File: src/timer16_pkg.sv
// constants shared by the 16-bit capture/compare timer files
// assumes a single 100 MHz clock and a classic wishbone register bus
package timer16_pkg;
   localparam int          CLK_MHZ          = 100;
   localparam logic [3:0]  ADDR_MODE        = 4'h0;
   localparam logic [3:0]  ADDR_CAPCTRL     = 4'h1;
   localparam logic [3:0]  ADDR_OUTCTRL     = 4'h2;
   localparam logic [3:0]  ADDR_PRESCALE    = 4'h3;
   localparam logic [3:0]  ADDR_COUNT       = 4'h4;
   localparam logic [3:0]  ADDR_CC_FIRST    = 4'h5;
   localparam logic [3:0]  ADDR_CC_SECOND   = 4'h6;
   localparam logic [3:0]  ADDR_IRQ_STATUS  = 4'h7;
   localparam logic [1:0]  MODE_STOP        = 2'h0;
   localparam logic [1:0]  MODE_FREE        = 2'h1;
   localparam logic [1:0]  MODE_CLR_EDGE_A  = 2'h2;
   localparam logic [1:0]  MODE_CLR_MATCH   = 2'h3;
   localparam int          MODE_OVF_BIT     = 0;
   localparam int          MODE_SEL_LO_BIT  = 2;
   localparam int          CAP_FIRST_SEL_B  = 0;
   localparam int          CAP_FIRST_REV_A  = 1;
   localparam int          OUT_ENABLE_BIT   = 0;
   localparam int          OUT_TOG1_BIT     = 1;
   localparam int          OUT_CLEAR_BIT    = 2;
   localparam int          OUT_SET_BIT      = 3;
   localparam int          OUT_TOG2_BIT     = 4;
   localparam int          OUT_OS_EN_BIT    = 5;
   localparam int          OUT_OS_TRIG_BIT  = 6;
   localparam logic [15:0] COUNT_MAX        = 16'hFFFF;
   localparam logic [15:0] COUNT_ZERO       = 16'h0000;
   localparam logic [7:0]  REG8_RESET       = 8'h00;
   localparam logic [15:0] REG16_RESET      = 16'h0000;
   localparam logic [1:0]  EDGE_FALL        = 2'h0;
   localparam logic [1:0]  EDGE_RISE        = 2'h1;
   localparam logic [1:0]  EDGE_BOTH        = 2'h3;
endpackage

File: src/timer16_capture_compare.sv
// 16-bit timer/event counter: capture, compare, output and overflow logic
// assumes a classic wishbone master and pins asynchronous to clk_i
//
// Our own choices: the register addresses and register access over Wishbone.
`timescale 1ns/1ns
module timer16_capture_compare (
   input  wire logic        clk_i,
   input  wire logic        rst_i,
   input  wire logic        cyc_i,
   input  wire logic        stb_i,
   input  wire logic        we_i,
   input  wire logic [5:2]  adr_i,
   input  wire logic [3:0]  sel_i,
   input  wire logic [31:0] dat_i,
   output logic [31:0]      dat_o,
   output logic             ack_o,
   input  wire logic        capture_input_a_i,
   input  wire logic        capture_input_b_i,
   output logic             timer_output_pin_o,
   output logic             first_match_irq_o,
   output logic             second_match_irq_o
);
   logic [7:0]  mode_control_reg;
   logic [7:0]  capture_ctrl_reg;
   logic [7:0]  output_control_reg;
   logic [7:0]  prescaler_reg;
   logic [15:0] count_reg;
   logic [15:0] capcomp_first_reg;
   logic [15:0] capcomp_second_reg;
   logic        out_level_reg;
   logic        os_active_reg;
   logic        ack_reg;
   logic [31:0] rdata_reg;
   logic        first_irq_reg;
   logic        second_irq_reg;
   logic        first_irq_pend_reg;
   logic        second_irq_pend_reg;
   logic        ovf_hold_reg;
   logic [1:0]  mode;
   logic        running;
   logic        tick;
   logic        a_valid;
   logic        a_reverse;
   logic        b_valid;
   logic        take;
   logic        wr;
   logic        rd;
   logic        match_first;
   logic        match_second;
   logic        capture_mode_first;
   logic        capture_mode_second;
   logic        first_cap_evt;
   logic        second_cap_evt;
   logic        first_irq_evt;
   logic        clear_count;
   logic        overflow_evt;
   logic        os_trigger;
   logic [15:0] count_next;

   function automatic logic [15:0] merge16(input logic [15:0] old, input logic [31:0] d, input logic [3:0] be);
      merge16 = {be[1] ? d[15:8] : old[15:8], be[0] ? d[7:0] : old[7:0]};
   endfunction

   function automatic logic [7:0] merge8(input logic [7:0] old, input logic [31:0] d, input logic [3:0] be);
      merge8 = be[0] ? d[7:0] : old;
   endfunction

   assign mode    = mode_control_reg[timer16_pkg::MODE_SEL_LO_BIT +: 2];
   assign running = (mode != timer16_pkg::MODE_STOP);
   // a request is taken while ack is low; a write lands at the edge where the master sees ack
   assign take    = cyc_i && stb_i && !ack_reg;
   assign wr      = cyc_i && stb_i && we_i && ack_reg;
   assign rd      = take && !we_i;

   timer16_prescaler #(
      .WIDTH (8)
   ) u_prescaler (
      .clk_i  (clk_i),
      .rst_i  (rst_i),
      .run_i  (running),
      .sel_i  (prescaler_reg[2:0]),
      .tick_o (tick)
   );

   timer16_edge_detect u_edge_a (
      .clk_i      (clk_i),
      .rst_i      (rst_i),
      .pin_i      (capture_input_a_i),
      .sample_i   (tick),
      .run_i      (running),
      .edge_sel_i (capture_ctrl_reg[5:4]),
      .valid_o    (a_valid),
      .reverse_o  (a_reverse)
   );

   timer16_edge_detect u_edge_b (
      .clk_i      (clk_i),
      .rst_i      (rst_i),
      .pin_i      (capture_input_b_i),
      .sample_i   (tick),
      .run_i      (running),
      .edge_sel_i (capture_ctrl_reg[7:6]),
      .valid_o    (b_valid),
      .reverse_o  ()
   );

   // capture_ctrl bit 2 makes the first register a capture register, bit 3 the second
   assign capture_mode_first  = capture_ctrl_reg[2];
   assign capture_mode_second = capture_ctrl_reg[3];

   // trigger source for the first register: input A, input B, or input A reverse edge
   assign first_cap_evt  = capture_mode_first &&
                           (capture_ctrl_reg[timer16_pkg::CAP_FIRST_REV_A] ? a_reverse :
                            (capture_ctrl_reg[timer16_pkg::CAP_FIRST_SEL_B] ? b_valid : a_valid));
   assign second_cap_evt = capture_mode_second && a_valid;
   // reverse-edge capture raises no interrupt; a B edge still does, as an external event
   assign first_irq_evt  = capture_mode_first ?
                           (capture_ctrl_reg[timer16_pkg::CAP_FIRST_REV_A] ? b_valid : first_cap_evt) :
                           match_first;

   assign match_first  = tick && !capture_mode_first && (count_reg == capcomp_first_reg);
   assign match_second = tick && !capture_mode_second && (count_reg == capcomp_second_reg);

   assign os_trigger = output_control_reg[timer16_pkg::OUT_OS_EN_BIT] &&
                       (output_control_reg[timer16_pkg::OUT_OS_TRIG_BIT] ||
                        (tick && a_valid && mode == timer16_pkg::MODE_CLR_EDGE_A));

   always_comb begin
      clear_count  = 1'b0;
      overflow_evt = 1'b0;
      count_next   = count_reg + 16'h0001;
      case (mode)
         timer16_pkg::MODE_CLR_EDGE_A: begin
            clear_count = a_valid;
         end
         timer16_pkg::MODE_CLR_MATCH: begin
            clear_count = match_first;
         end
         default: begin
            clear_count = 1'b0;
         end
      endcase
      if (clear_count || os_trigger) begin
         count_next = timer16_pkg::COUNT_ZERO;
      end
      if (count_reg == timer16_pkg::COUNT_MAX) begin
         overflow_evt = tick;
      end
   end

   // count on count clock ticks and on a one-shot trigger; the divider restarts with the timer, so the first tick comes in the first running cycle
   always_ff @(posedge clk_i) begin
      if (rst_i || !running) begin
         count_reg <= timer16_pkg::COUNT_ZERO;
      end else if (tick || os_trigger) begin
         count_reg <= count_next;
      end
   end

   // flag stays set until the count leaves 0000H, so an early clear is undone
   always_ff @(posedge clk_i) begin
      if (rst_i) begin
         ovf_hold_reg <= 1'b0;
      end else if (overflow_evt) begin
         ovf_hold_reg <= 1'b1;
      end else if (tick) begin
         ovf_hold_reg <= 1'b0;
      end
   end

   always_ff @(posedge clk_i) begin
      if (rst_i) begin
         mode_control_reg <= timer16_pkg::REG8_RESET;
      end else begin
         if (wr && adr_i == timer16_pkg::ADDR_MODE) begin
            mode_control_reg <= merge8(mode_control_reg, dat_i, sel_i);
         end
         if (overflow_evt || ovf_hold_reg) begin
            mode_control_reg[timer16_pkg::MODE_OVF_BIT] <= 1'b1;
         end
      end
   end

   always_ff @(posedge clk_i) begin
      if (rst_i) begin
         capture_ctrl_reg <= timer16_pkg::REG8_RESET;
      end else if (wr && adr_i == timer16_pkg::ADDR_CAPCTRL) begin
         capture_ctrl_reg <= merge8(capture_ctrl_reg, dat_i, sel_i);
      end
   end

   // the divider select is read live, so changing it while running shifts the next tick
   always_ff @(posedge clk_i) begin
      if (rst_i) begin
         prescaler_reg <= timer16_pkg::REG8_RESET;
      end else if (wr && adr_i == timer16_pkg::ADDR_PRESCALE) begin
         prescaler_reg <= merge8(prescaler_reg, dat_i, sel_i);
      end
   end

   // the one-shot trigger bit is self-clearing
   always_ff @(posedge clk_i) begin
      if (rst_i) begin
         output_control_reg <= timer16_pkg::REG8_RESET;
      end else if (wr && adr_i == timer16_pkg::ADDR_OUTCTRL) begin
         output_control_reg <= merge8(output_control_reg, dat_i, sel_i);
      end else begin
         output_control_reg[timer16_pkg::OUT_OS_TRIG_BIT] <= 1'b0;
         output_control_reg[timer16_pkg::OUT_SET_BIT]     <= 1'b0;
         output_control_reg[timer16_pkg::OUT_CLEAR_BIT]   <= 1'b0;
      end
   end

   // captures win over bus writes; contents after stop are whatever was last held
   always_ff @(posedge clk_i) begin
      if (rst_i) begin
         capcomp_first_reg <= timer16_pkg::REG16_RESET;
      end else if (first_cap_evt) begin
         capcomp_first_reg <= count_reg;
      end else if (wr && adr_i == timer16_pkg::ADDR_CC_FIRST) begin
         capcomp_first_reg <= merge16(capcomp_first_reg, dat_i, sel_i);
      end
   end

   always_ff @(posedge clk_i) begin
      if (rst_i) begin
         capcomp_second_reg <= timer16_pkg::REG16_RESET;
      end else if (second_cap_evt) begin
         capcomp_second_reg <= count_reg;
      end else if (wr && adr_i == timer16_pkg::ADDR_CC_SECOND) begin
         capcomp_second_reg <= merge16(capcomp_second_reg, dat_i, sel_i);
      end
   end

   // preset acts only while stopped; running output toggles on matches
   always_ff @(posedge clk_i) begin
      if (rst_i) begin
         out_level_reg <= 1'b0;
      end else if (!running) begin
         case ({output_control_reg[timer16_pkg::OUT_SET_BIT], output_control_reg[timer16_pkg::OUT_CLEAR_BIT]})
            2'h1: out_level_reg <= 1'b0;
            2'h2: out_level_reg <= 1'b1;
            default: out_level_reg <= out_level_reg;
         endcase
      end else if ((match_first && output_control_reg[timer16_pkg::OUT_TOG1_BIT]) ^
                   (match_second && output_control_reg[timer16_pkg::OUT_TOG2_BIT])) begin
         out_level_reg <= !out_level_reg;
      end
   end

   always_ff @(posedge clk_i) begin
      if (rst_i || !running) begin
         os_active_reg <= 1'b0;
      end else if (os_trigger) begin
         os_active_reg <= 1'b1;
      end else if (match_second) begin
         os_active_reg <= 1'b0;
      end
   end

   assign timer_output_pin_o = output_control_reg[timer16_pkg::OUT_ENABLE_BIT] && out_level_reg;

   // interrupts appear one count clock after the capture or match
   always_ff @(posedge clk_i) begin
      if (rst_i) begin
         first_irq_pend_reg <= 1'b0;
         first_irq_reg      <= 1'b0;
      end else begin
         first_irq_reg <= 1'b0;
         if (first_irq_evt) begin
            first_irq_pend_reg <= 1'b1;
         end else if (tick && first_irq_pend_reg) begin
            first_irq_pend_reg <= 1'b0;
            first_irq_reg      <= 1'b1;
         end
      end
   end

   always_ff @(posedge clk_i) begin
      if (rst_i) begin
         second_irq_pend_reg <= 1'b0;
         second_irq_reg      <= 1'b0;
      end else begin
         second_irq_reg <= 1'b0;
         if (second_cap_evt || match_second) begin
            second_irq_pend_reg <= 1'b1;
         end else if (tick && second_irq_pend_reg) begin
            second_irq_pend_reg <= 1'b0;
            second_irq_reg      <= 1'b1;
         end
      end
   end

   assign first_match_irq_o  = first_irq_reg;
   assign second_match_irq_o = second_irq_reg;

   always_ff @(posedge clk_i) begin
      if (rst_i) begin
         ack_reg <= 1'b0;
      end else begin
         ack_reg <= take;
      end
   end

   always_ff @(posedge clk_i) begin
      if (rst_i) begin
         rdata_reg <= 32'h00000000;
      end else begin
         if (rd) begin
            case (adr_i)
               timer16_pkg::ADDR_MODE:       rdata_reg <= {24'h000000, mode_control_reg};
               timer16_pkg::ADDR_CAPCTRL:    rdata_reg <= {24'h000000, capture_ctrl_reg};
               timer16_pkg::ADDR_OUTCTRL:    rdata_reg <= {24'h000000, output_control_reg};
               timer16_pkg::ADDR_PRESCALE:   rdata_reg <= {24'h000000, prescaler_reg};
               timer16_pkg::ADDR_COUNT:      rdata_reg <= {16'h0000, count_reg};
               timer16_pkg::ADDR_CC_FIRST:   rdata_reg <= {16'h0000, capcomp_first_reg};
               timer16_pkg::ADDR_CC_SECOND:  rdata_reg <= {16'h0000, capcomp_second_reg};
               timer16_pkg::ADDR_IRQ_STATUS: rdata_reg <= {28'h0000000, os_active_reg, out_level_reg,
                                                           second_irq_pend_reg, first_irq_pend_reg};
               default:                      rdata_reg <= 32'h00000000;
            endcase
         end
      end
   end

   assign ack_o = ack_reg;
   assign dat_o = rdata_reg;
endmodule

File: src/timer16_prescaler.sv
// count clock enable divider: one-cycle pulse every 2**sel cycles
// assumes sel is held steady while the timer runs
`timescale 1ns/1ns
module timer16_prescaler #(
   parameter int WIDTH = 8
) (
   input  wire logic       clk_i,
   input  wire logic       rst_i,
   input  wire logic       run_i,
   input  wire logic [2:0] sel_i,
   output logic            tick_o
);
   logic [WIDTH-1:0] div_reg;
   logic [WIDTH-1:0] mask;

   assign mask   = WIDTH'((1 << sel_i) - 1);
   assign tick_o = run_i && ((div_reg & mask) == '0);

   always_ff @(posedge clk_i) begin
      if (rst_i || !run_i) begin
         div_reg <= '0;
      end else begin
         div_reg <= div_reg + WIDTH'(1);
      end
   end
endmodule

File: src/timer16_edge_detect.sv
// pin synchroniser with two-sample noise filter and edge select
// assumes the pin is asynchronous to clk_i
`timescale 1ns/1ns
module timer16_edge_detect (
   input  wire logic       clk_i,
   input  wire logic       rst_i,
   input  wire logic       pin_i,
   input  wire logic       sample_i,
   input  wire logic       run_i,
   input  wire logic [1:0] edge_sel_i,
   output logic            valid_o,
   output logic            reverse_o
);
   logic sync1_reg;
   logic sync2_reg;
   logic samp_reg;
   logic level_reg;
   logic rise;
   logic fall;

   always_ff @(posedge clk_i) begin
      if (rst_i) begin
         sync1_reg <= 1'b0;
         sync2_reg <= 1'b0;
      end else begin
         sync1_reg <= pin_i;
         sync2_reg <= sync1_reg;
      end
   end

   // a level counts only after two equal samples on the count clock
   always_ff @(posedge clk_i) begin
      if (rst_i) begin
         samp_reg  <= 1'b0;
         level_reg <= 1'b0;
      end else if (sample_i) begin
         samp_reg <= sync2_reg;
         if (samp_reg == sync2_reg) begin
            level_reg <= sync2_reg;
         end
      end
   end

   assign rise = sample_i && run_i && (samp_reg == sync2_reg) && sync2_reg && !level_reg;
   assign fall = sample_i && run_i && (samp_reg == sync2_reg) && !sync2_reg && level_reg;

   always_comb begin
      case (edge_sel_i)
         timer16_pkg::EDGE_FALL: begin
            valid_o   = fall;
            reverse_o = rise;
         end
         timer16_pkg::EDGE_RISE: begin
            valid_o   = rise;
            reverse_o = fall;
         end
         timer16_pkg::EDGE_BOTH: begin
            valid_o   = rise | fall;
            reverse_o = 1'b0;
         end
         default: begin
            valid_o   = 1'b0;
            reverse_o = 1'b0;
         end
      endcase
   end
endmodule

File: config.mk
export PLATFORM = sky130hd
export DESIGN_NAME = timer16_capture_compare
export DESIGN_NICKNAME = d
export VERILOG_FILES = /design/src/timer16_pkg.sv /design/src/timer16_capture_compare.sv /design/src/timer16_prescaler.sv /design/src/timer16_edge_detect.sv
export SDC_FILE = /design/constraint.sdc
export NUM_CORES = 1
export LEC_CHECK = 0
export BUFFER_PORTS_ARGS = -buffer_cell sky130_fd_sc_hd__buf_2
export CORE_UTILIZATION = 30
export CTS_BUF_LIST = sky130_fd_sc_hd__clkbuf_8
export CTS_CLUSTER_SIZE = 20
export DETAILED_ROUTE_END_ITERATION = 12
export PLACE_DENSITY = 0.57
export SETUP_SLACK_MARGIN = 0.15
export SYNTH_ARGS = -nofsm -noshare
export SYNTH_HDL_FRONTEND = slang
export SYNTH_SLANG_ARGS = --single-unit
File: constraint.sdc
create_clock -name clk_i -period 2.8 [get_ports clk_i]
set_input_delay 0.14 -clock clk_i [delete_from_list [all_inputs] [get_ports clk_i]]
set_output_delay 0.14 -clock clk_i [all_outputs]
set_load 0.02 [all_outputs]
* Word-level counts from Yosys, hierarchy flattened
Index checks and enable logic that the tools add are counted.
** Word-level totals
- Output and inout bits :: 36
- Bits in registers :: 136
** Operators by class
- Muxes and demuxes :: 33
- Reductions and logical operators :: 86
- Add/sub/neg operators :: 3
- Shift operators :: 1
- Equality and inequality tests :: 21
- Bitwise gates (word level) :: 5
** Operators by type and width (number)
- case mux 16 bit (8 select lines) :: 1
- two-way mux 16 bit :: 5
- logical AND 1 bit :: 37
- equality test 16 bit :: 2
- nonzero test 2 bit :: 13
- AND reduction 2 bit :: 12
- two-way mux 1 bit :: 20
- adder 16 x 1 -> 16 bit, second input constant :: 1
- equality test 16 bit, second input constant :: 1
- equality test 4 x 3 -> 1 bit, second input constant :: 4
- two-way mux 8 bit :: 2
- equality test 2 bit, second input constant :: 5
- zero test 1 bit :: 10
- adder 8 x 1 -> 8 bit, second input constant :: 1
- AND 8 bit :: 1
- equality test 4 x 2 -> 1 bit, second input constant :: 2
- zero test 8 bit :: 1
- << shifter 1 x 3 -> 8 bit, first input constant :: 1
- subtractor 8 x 2 -> 8 bit, second input constant :: 1
- equality test 2 x 1 -> 1 bit, second input constant :: 3
- logical OR 1 bit :: 6
- case mux 1 bit (2 select lines) :: 3
- case mux 1 bit (3 select lines) :: 2
- OR reduction 2 bit :: 3
- other kinds (9) :: 12

* Logic depth before layout (Yosys ltp)
- Word-level depth :: 17
- Mapped depth :: 12

* Modules after synthesis
From an unflattened synthesis, not the netlist that was laid out.
** Unflattened totals
- Cell total of the unflattened synthesis :: 757
- Area total of the unflattened synthesis :: 6434.9 um^2
** Modules (own cells, without submodules)
- timer16_capture_compare :: area each 5624.1 um^2, cells an instance 667, instances 1
- timer16_prescaler :: area each 415.4 um^2, cells an instance 48, instances 1
- timer16_edge_detect :: area each 197.7 um^2, cells an instance 21, instances 2

* Worst setup path after synthesis
OpenSTA, ideal clock, no wires.
- Kind :: register to register
- From :: register prescaler_reg[0]
- To :: register out_level_reg
- Path buffers :: 1
- Stages on the path, launching flop included :: 11
- Arrival time :: 2.322 ns
- Setup slack :: 0.393 ns
- Required time :: 2.714 ns
- Cells stage by stage :: dfxtp_1 > buf_2 > or3_1 > ha_1 > and2_1 > o21ai_0 > a21boi_1 > nor4b_1 > nand2_1 > xnor3_1 > a211oi_1
** Between the ends
- Word-level cells in the longest chain between the ends :: 11
- Elaborated cells on any way between the ends :: 14
** RTL lines
- start: declaration :: RTL line timer16_capture_compare.sv:26 : logic [7:0] prescaler_reg;
- start signal: assignment :: RTL line timer16_capture_compare.sv:195 : prescaler_reg <= timer16_pkg::REG8_RESET;
- start signal: assignment :: RTL line timer16_capture_compare.sv:197 : prescaler_reg <= merge8(prescaler_reg, dat_i, sel_i);
- << shifter 1 x 3 -> 8 bit (*) :: RTL line timer16_prescaler.sv:16 : assign mask = WIDTH'((1 << sel_i) - 1);
- subtractor 8 x 2 -> 8 bit (*) :: RTL line timer16_prescaler.sv:16
- AND 8 bit (*) :: RTL line timer16_prescaler.sv:17 : assign tick_o = run_i && ((div_reg & mask) == '0);
- zero test 8 bit (*) :: RTL line timer16_prescaler.sv:17
- logical AND 1 bit (*) :: RTL line timer16_prescaler.sv:17
- logical AND 1 bit, on equally long branches (2 in a row) :: RTL line timer16_capture_compare.sv:121, timer16_capture_compare.sv:122
- logical AND 1 bit, on equally long branches :: RTL line timer16_capture_compare.sv:245, timer16_capture_compare.sv:246
- XOR 1 bit (*) :: RTL line timer16_capture_compare.sv:245 : end else if ((match_first && output_control_reg[timer16_pkg::OUT_TOG1_BIT]) ^
- != test 2 bit (no source line) (*)
- AND reduction 2 bit (no source line) (*)
- end signal: assignment :: RTL line timer16_capture_compare.sv:243 : default: out_level_reg <= out_level_reg;
- end signal: assignment :: RTL line timer16_capture_compare.sv:247 : out_level_reg <= !out_level_reg;
- end: declaration :: RTL line timer16_capture_compare.sv:30 : logic out_level_reg;
Every way passes the cells marked *; elsewhere a longest branch is shown, timed or not.
A chain may end at the register's enable or synchronous reset.

* Worst setup path after layout
- From :: register prescaler_reg[0]
- To :: register count_reg[11]
** Between the ends
- Word-level cells in the longest chain between the ends :: 17
- Elaborated cells on any way between the ends :: 23
** RTL lines
- << shifter 1 x 3 -> 8 bit (*) :: RTL line timer16_prescaler.sv:16
- subtractor 8 x 2 -> 8 bit (*) :: RTL line timer16_prescaler.sv:16
- AND 8 bit (*) :: RTL line timer16_prescaler.sv:17
- zero test 8 bit (*) :: RTL line timer16_prescaler.sv:17
- logical AND 1 bit (*) :: RTL line timer16_prescaler.sv:17
- logical AND 1 bit (2 in a row) :: RTL line timer16_edge_detect.sv:44, timer16_edge_detect.sv:45
- logical AND 1 bit, on equally long branches (2 in a row) :: RTL line timer16_edge_detect.sv:44, timer16_edge_detect.sv:45
- OR 1 bit :: RTL line timer16_edge_detect.sv:58 : valid_o = rise | fall;
- case mux 1 bit (3 select lines) :: RTL line timer16_edge_detect.sv:48 : case (edge_sel_i)
- logical AND 1 bit (2 in a row) :: RTL line timer16_capture_compare.sv:126 : (tick && a_valid && mode == timer16_pkg::MODE_CLR_EDGE_A));
- logical OR 1 bit :: RTL line timer16_capture_compare.sv:125 : (output_control_reg[timer16_pkg::OUT_OS_TRIG_BIT] ||
- logical AND 1 bit :: RTL line timer16_capture_compare.sv:124 : assign os_trigger = output_control_reg[timer16_pkg::OUT_OS_EN_BIT] &&
- logical OR 1 bit :: RTL line timer16_capture_compare.sv:143 : if (clear_count || os_trigger) begin
- two-way mux 16 bit :: RTL line timer16_capture_compare.sv:143
- end signal: assignment :: RTL line timer16_capture_compare.sv:154 : count_reg <= timer16_pkg::COUNT_ZERO;
- end signal: assignment :: RTL line timer16_capture_compare.sv:156 : count_reg <= count_next;
- end: declaration :: RTL line timer16_capture_compare.sv:27 : logic [15:0] count_reg;
Marks and branches as above.

==> flow_summary.json <==
{
  "status": "finished, final reports clean",
  "max_stage_delay_ns": 0.38,
  "postCtsSetupBuffers": 0,
  "cap_violations": 0,
  "place_area_mm2": 0.00693,
  "ys_async_sr_fraction": 0,
  "cts-root-buf": "clkbuf_8",
  "grtUsageTotal": 0.172,
  "path_max_fanout": 15,
  "wl_per_cell_um": 16.9,
  "critPathCaptureType": "flop",
  "syn_area_mm2": 0.00636,
  "crit_type": "reg2reg",
  "n_antenna_cell": 0,
  "yosysSeqAreaShare": 0.375,
  "overflow": 0,
  "grt_max_degree": 52,
  "slew_headroom": 0.543,
  "avgSynthCellArea_um2": 8.43,
  "synth_cells": 755,
  "coreArea_mm2": 0.0205,
  "peakVddDrop_mv": 0.269,
  "ys_warn_count": 0,
  "p_leak_uw": 0.00290,
  "fill_cells": 2165,
  "power.share.sequential": 0.512,
  "place_hpwl_um": 13100,
  "clk_latency_ns": 0.46,
  "worst_setup_path_start_kind": "flop",
  "cts_buffers": 17,
  "cts_tree": "built",
  "ff2ff_setup_slack_ns": 0.27,
  "final_area_mm2": 0.00733,
  "tightest_slew_ns": 0.685,
  "hold_path_class": "in2reg",
  "synth-edff-count": 0,
  "holdWs_ns": 0.0232,
  "grt_pass1_wl_um": 28600,
  "fin_worst_skew_ns": 0.00959,
  "period_needed_ns": 2.53,
  "critPathTopFamily": "simple AND/OR/NAND/NOR gates",
  "grt_pass1_vias": 5093,
  "hold_viol_final": 0,
  "cp_slowest_cell": "or3_1",
  "arrival_ns": 2.89,
  "final_common_cell": "dfxtp_1",
  "max_freq_mhz": 396,
  "rows": 52,
  "htreeDepth": 4,
  "total_power_uw": 3330,
  "area_growth_pct": 15.3,
  "seqCellArea_mm2": 0.00238,
  "ys_types": 57,
  "fp.dieW_um": 148,
  "multiInputGateArea_mm2": 0.00365,
  "antenna_left": 0,
  "vias": 5432,
  "final_cell_mix": "dfxtp_1 (119), nor2_1 (106), nand2_1 (68)",
  "worst-path-buf-inv": 2,
  "rsz0062_at_grt": "no",
  "clock-sinks": 119,
  "post-route-period-util": 0.902,
  "drt_iter0_markers": 338,
  "start_util": 0.310,
  "combPwrFrac": 0.056,
  "final_nets": 854,
  "drv_slew": 0,
  "drt_wl_total_um": 18300,
  "power_density_mw_per_mm2": 454,
  "synth-seq-cells": 119,
  "clock_path_buffers": 2,
  "antenna_found_initial": 0,
  "power_frac_clock": 0.432,
  "p_int_uw": 2510,
  "drtPass1Iterations": 5,
  "cpMostUsedCell": "buf_6",
  "finalSetupTns_ns": 0,
  "crit_chain": "or3_1, ha_1, and2_1, o21ai_0, a21boi_2, nor3_4, buf_6, nand2_1, o21ai_2, buf_6, nor2_1",
  "pin_count": 83,
  "drive_gt1_frac": 0.185,
  "cts.clk_slew.worst_paths_ns": 0.07,
  "gp_congestion": 0.887,
  "p_sw_uw": 818,
  "setup_viol": 0,
  "dieArea_mm2": 0.0218,
  "drc": 0,
  "io_buffers": 48,
  "ys.flop_type": "dfxtp_1",
  "critPathRequiredTime_ns": 3.16,
  "viasPerCell": 5.02,
  "power_switching_share": 0.246,
  "fp.dieH_um": 148
}
## repair_timing
action | 4_1_cts | 5_1_grt
gates resized for setup | 0 | 5
hold buffers | 4 | 0
endpoints found under the hold margin | 5 | 0
endpoints found under the setup margin | 0 | 37
## worst register-to-register path: stages (launching register included)
cell      delay (ns)
dfxtp_1         0.31
or3_1           0.38
ha_1            0.26
and2_1          0.17
o21ai_0         0.21
a21boi_2        0.14
nor3_4          0.20
buf_6           0.22
nand2_1         0.09
o21ai_2         0.19
buf_6           0.20
nor2_1          0.07
## final timing paths
check                     start                  end  depth (start not counted)
max            prescaler_reg[0]        count_reg[11]                         11
max reg2reg    prescaler_reg[0]        count_reg[11]                         11
min reg2reg  u_edge_a.sync1_reg   u_edge_a.sync2_reg                          1
min                    dat_i[1]  capture_ctrl_reg[1]                          3
## cells in the mapped netlist, drive strengths merged (2+ instances only)
| cell type | number | area share |
|---|---|---|
| o211ai | 2 | 0.0024 |
| nor2 | 106 | 0.063 |
| mux2i | 60 | 0.094 |
| and2 | 5 | 0.0049 |
| buf | 36 | 0.036 |
| clkbuf | 39 | 0.023 |
| nor3 | 12 | 0.012 |
| o21ai | 23 | 0.019 |
| nand4b | 2 | 0.0028 |
| nand3 | 39 | 0.031 |
| ha | 3 | 0.0059 |
| a221oi | 4 | 0.0055 |
| a211oi | 38 | 0.057 |
| xnor2 | 22 | 0.030 |
| dfxtp | 119 | 0.37 |
| a21boi | 2 | 0.0024 |
| a21oi | 44 | 0.035 |
| a22o | 2 | 0.0028 |
| o2111ai | 2 | 0.0047 |
| xor2 | 30 | 0.041 |
| a31oi | 4 | 0.0039 |
| nor2b | 9 | 0.0089 |
| o22ai | 4 | 0.0039 |
| a22oi | 12 | 0.014 |
| inv | 7 | 0.0041 |
| nand3b | 2 | 0.0024 |
| or3 | 4 | 0.0039 |
| nand2b | 6 | 0.0059 |
| mux2 | 11 | 0.020 |
| nand2 | 68 | 0.040 |
| nor4 | 5 | 0.0059 |
| and3 | 7 | 0.0069 |
| nand4 | 13 | 0.013 |
## power groups by stage
stage / Sequential (µW) / Combinational, µW / Clock, µW
after global routing: 1700 / 199 / 1530
after global placement: 1740 / 180 / 0
after detailed placement: 1740 / 180 / 0
after CTS: 1700 / 184 / 1470
after floorplan: 1750 / 119 / 0
final: 1700 / 187 / 1440
## area by class of cell
type / instances / area share
multi-input cells: 569 / 0.498
flip-flops and latches: 119 / 0.325
repair buffers: 90 / 0.0807
well taps: 270 / 0.0461
clock buffers: 21 / 0.0394
clock inverters: 6 / 0.00734
inverters: 7 / 0.00358
## logic make-up after synthesis
family                     after synthesis  synth area share
other                                    1          0.000590
buffers and inverters                   82            0.0633
adders and majority gates                3           0.00590
and+or+nand+nor                        282             0.205
DFF                                    119             0.375
AOI/OAI and AO/OA                      144             0.161
xor gates and xnor gates                53            0.0751
muxes                                   71             0.114
## routing by layer
| metal | up-vias | part of all wire | GRT usage |
|---|---|---|---|
| li1 | 2701 | - | - |
| met5 | - | 0 | 0 |
| met1 | 2597 | 0.48 | 0.235 |
| met3 | 17 | 0.045 | 0.0392 |
| met4 | 0 | 0.0088 | 0.0418 |
| met2 | 117 | 0.46 | 0.273 |
## through the flow
step	std cells	worst slack, ns	utilization
2_1_floorplan	770	0.393	-
3_3_place_gp	1051	0.283	0.338
6_report	1082	0.273	0.358
5_1_grt	1082	0.162	0.358
3_5_place_dp	1051	0.214	0.338
4_1_cts	1082	0.216	0.357
(Power assumes the default switching activity.)
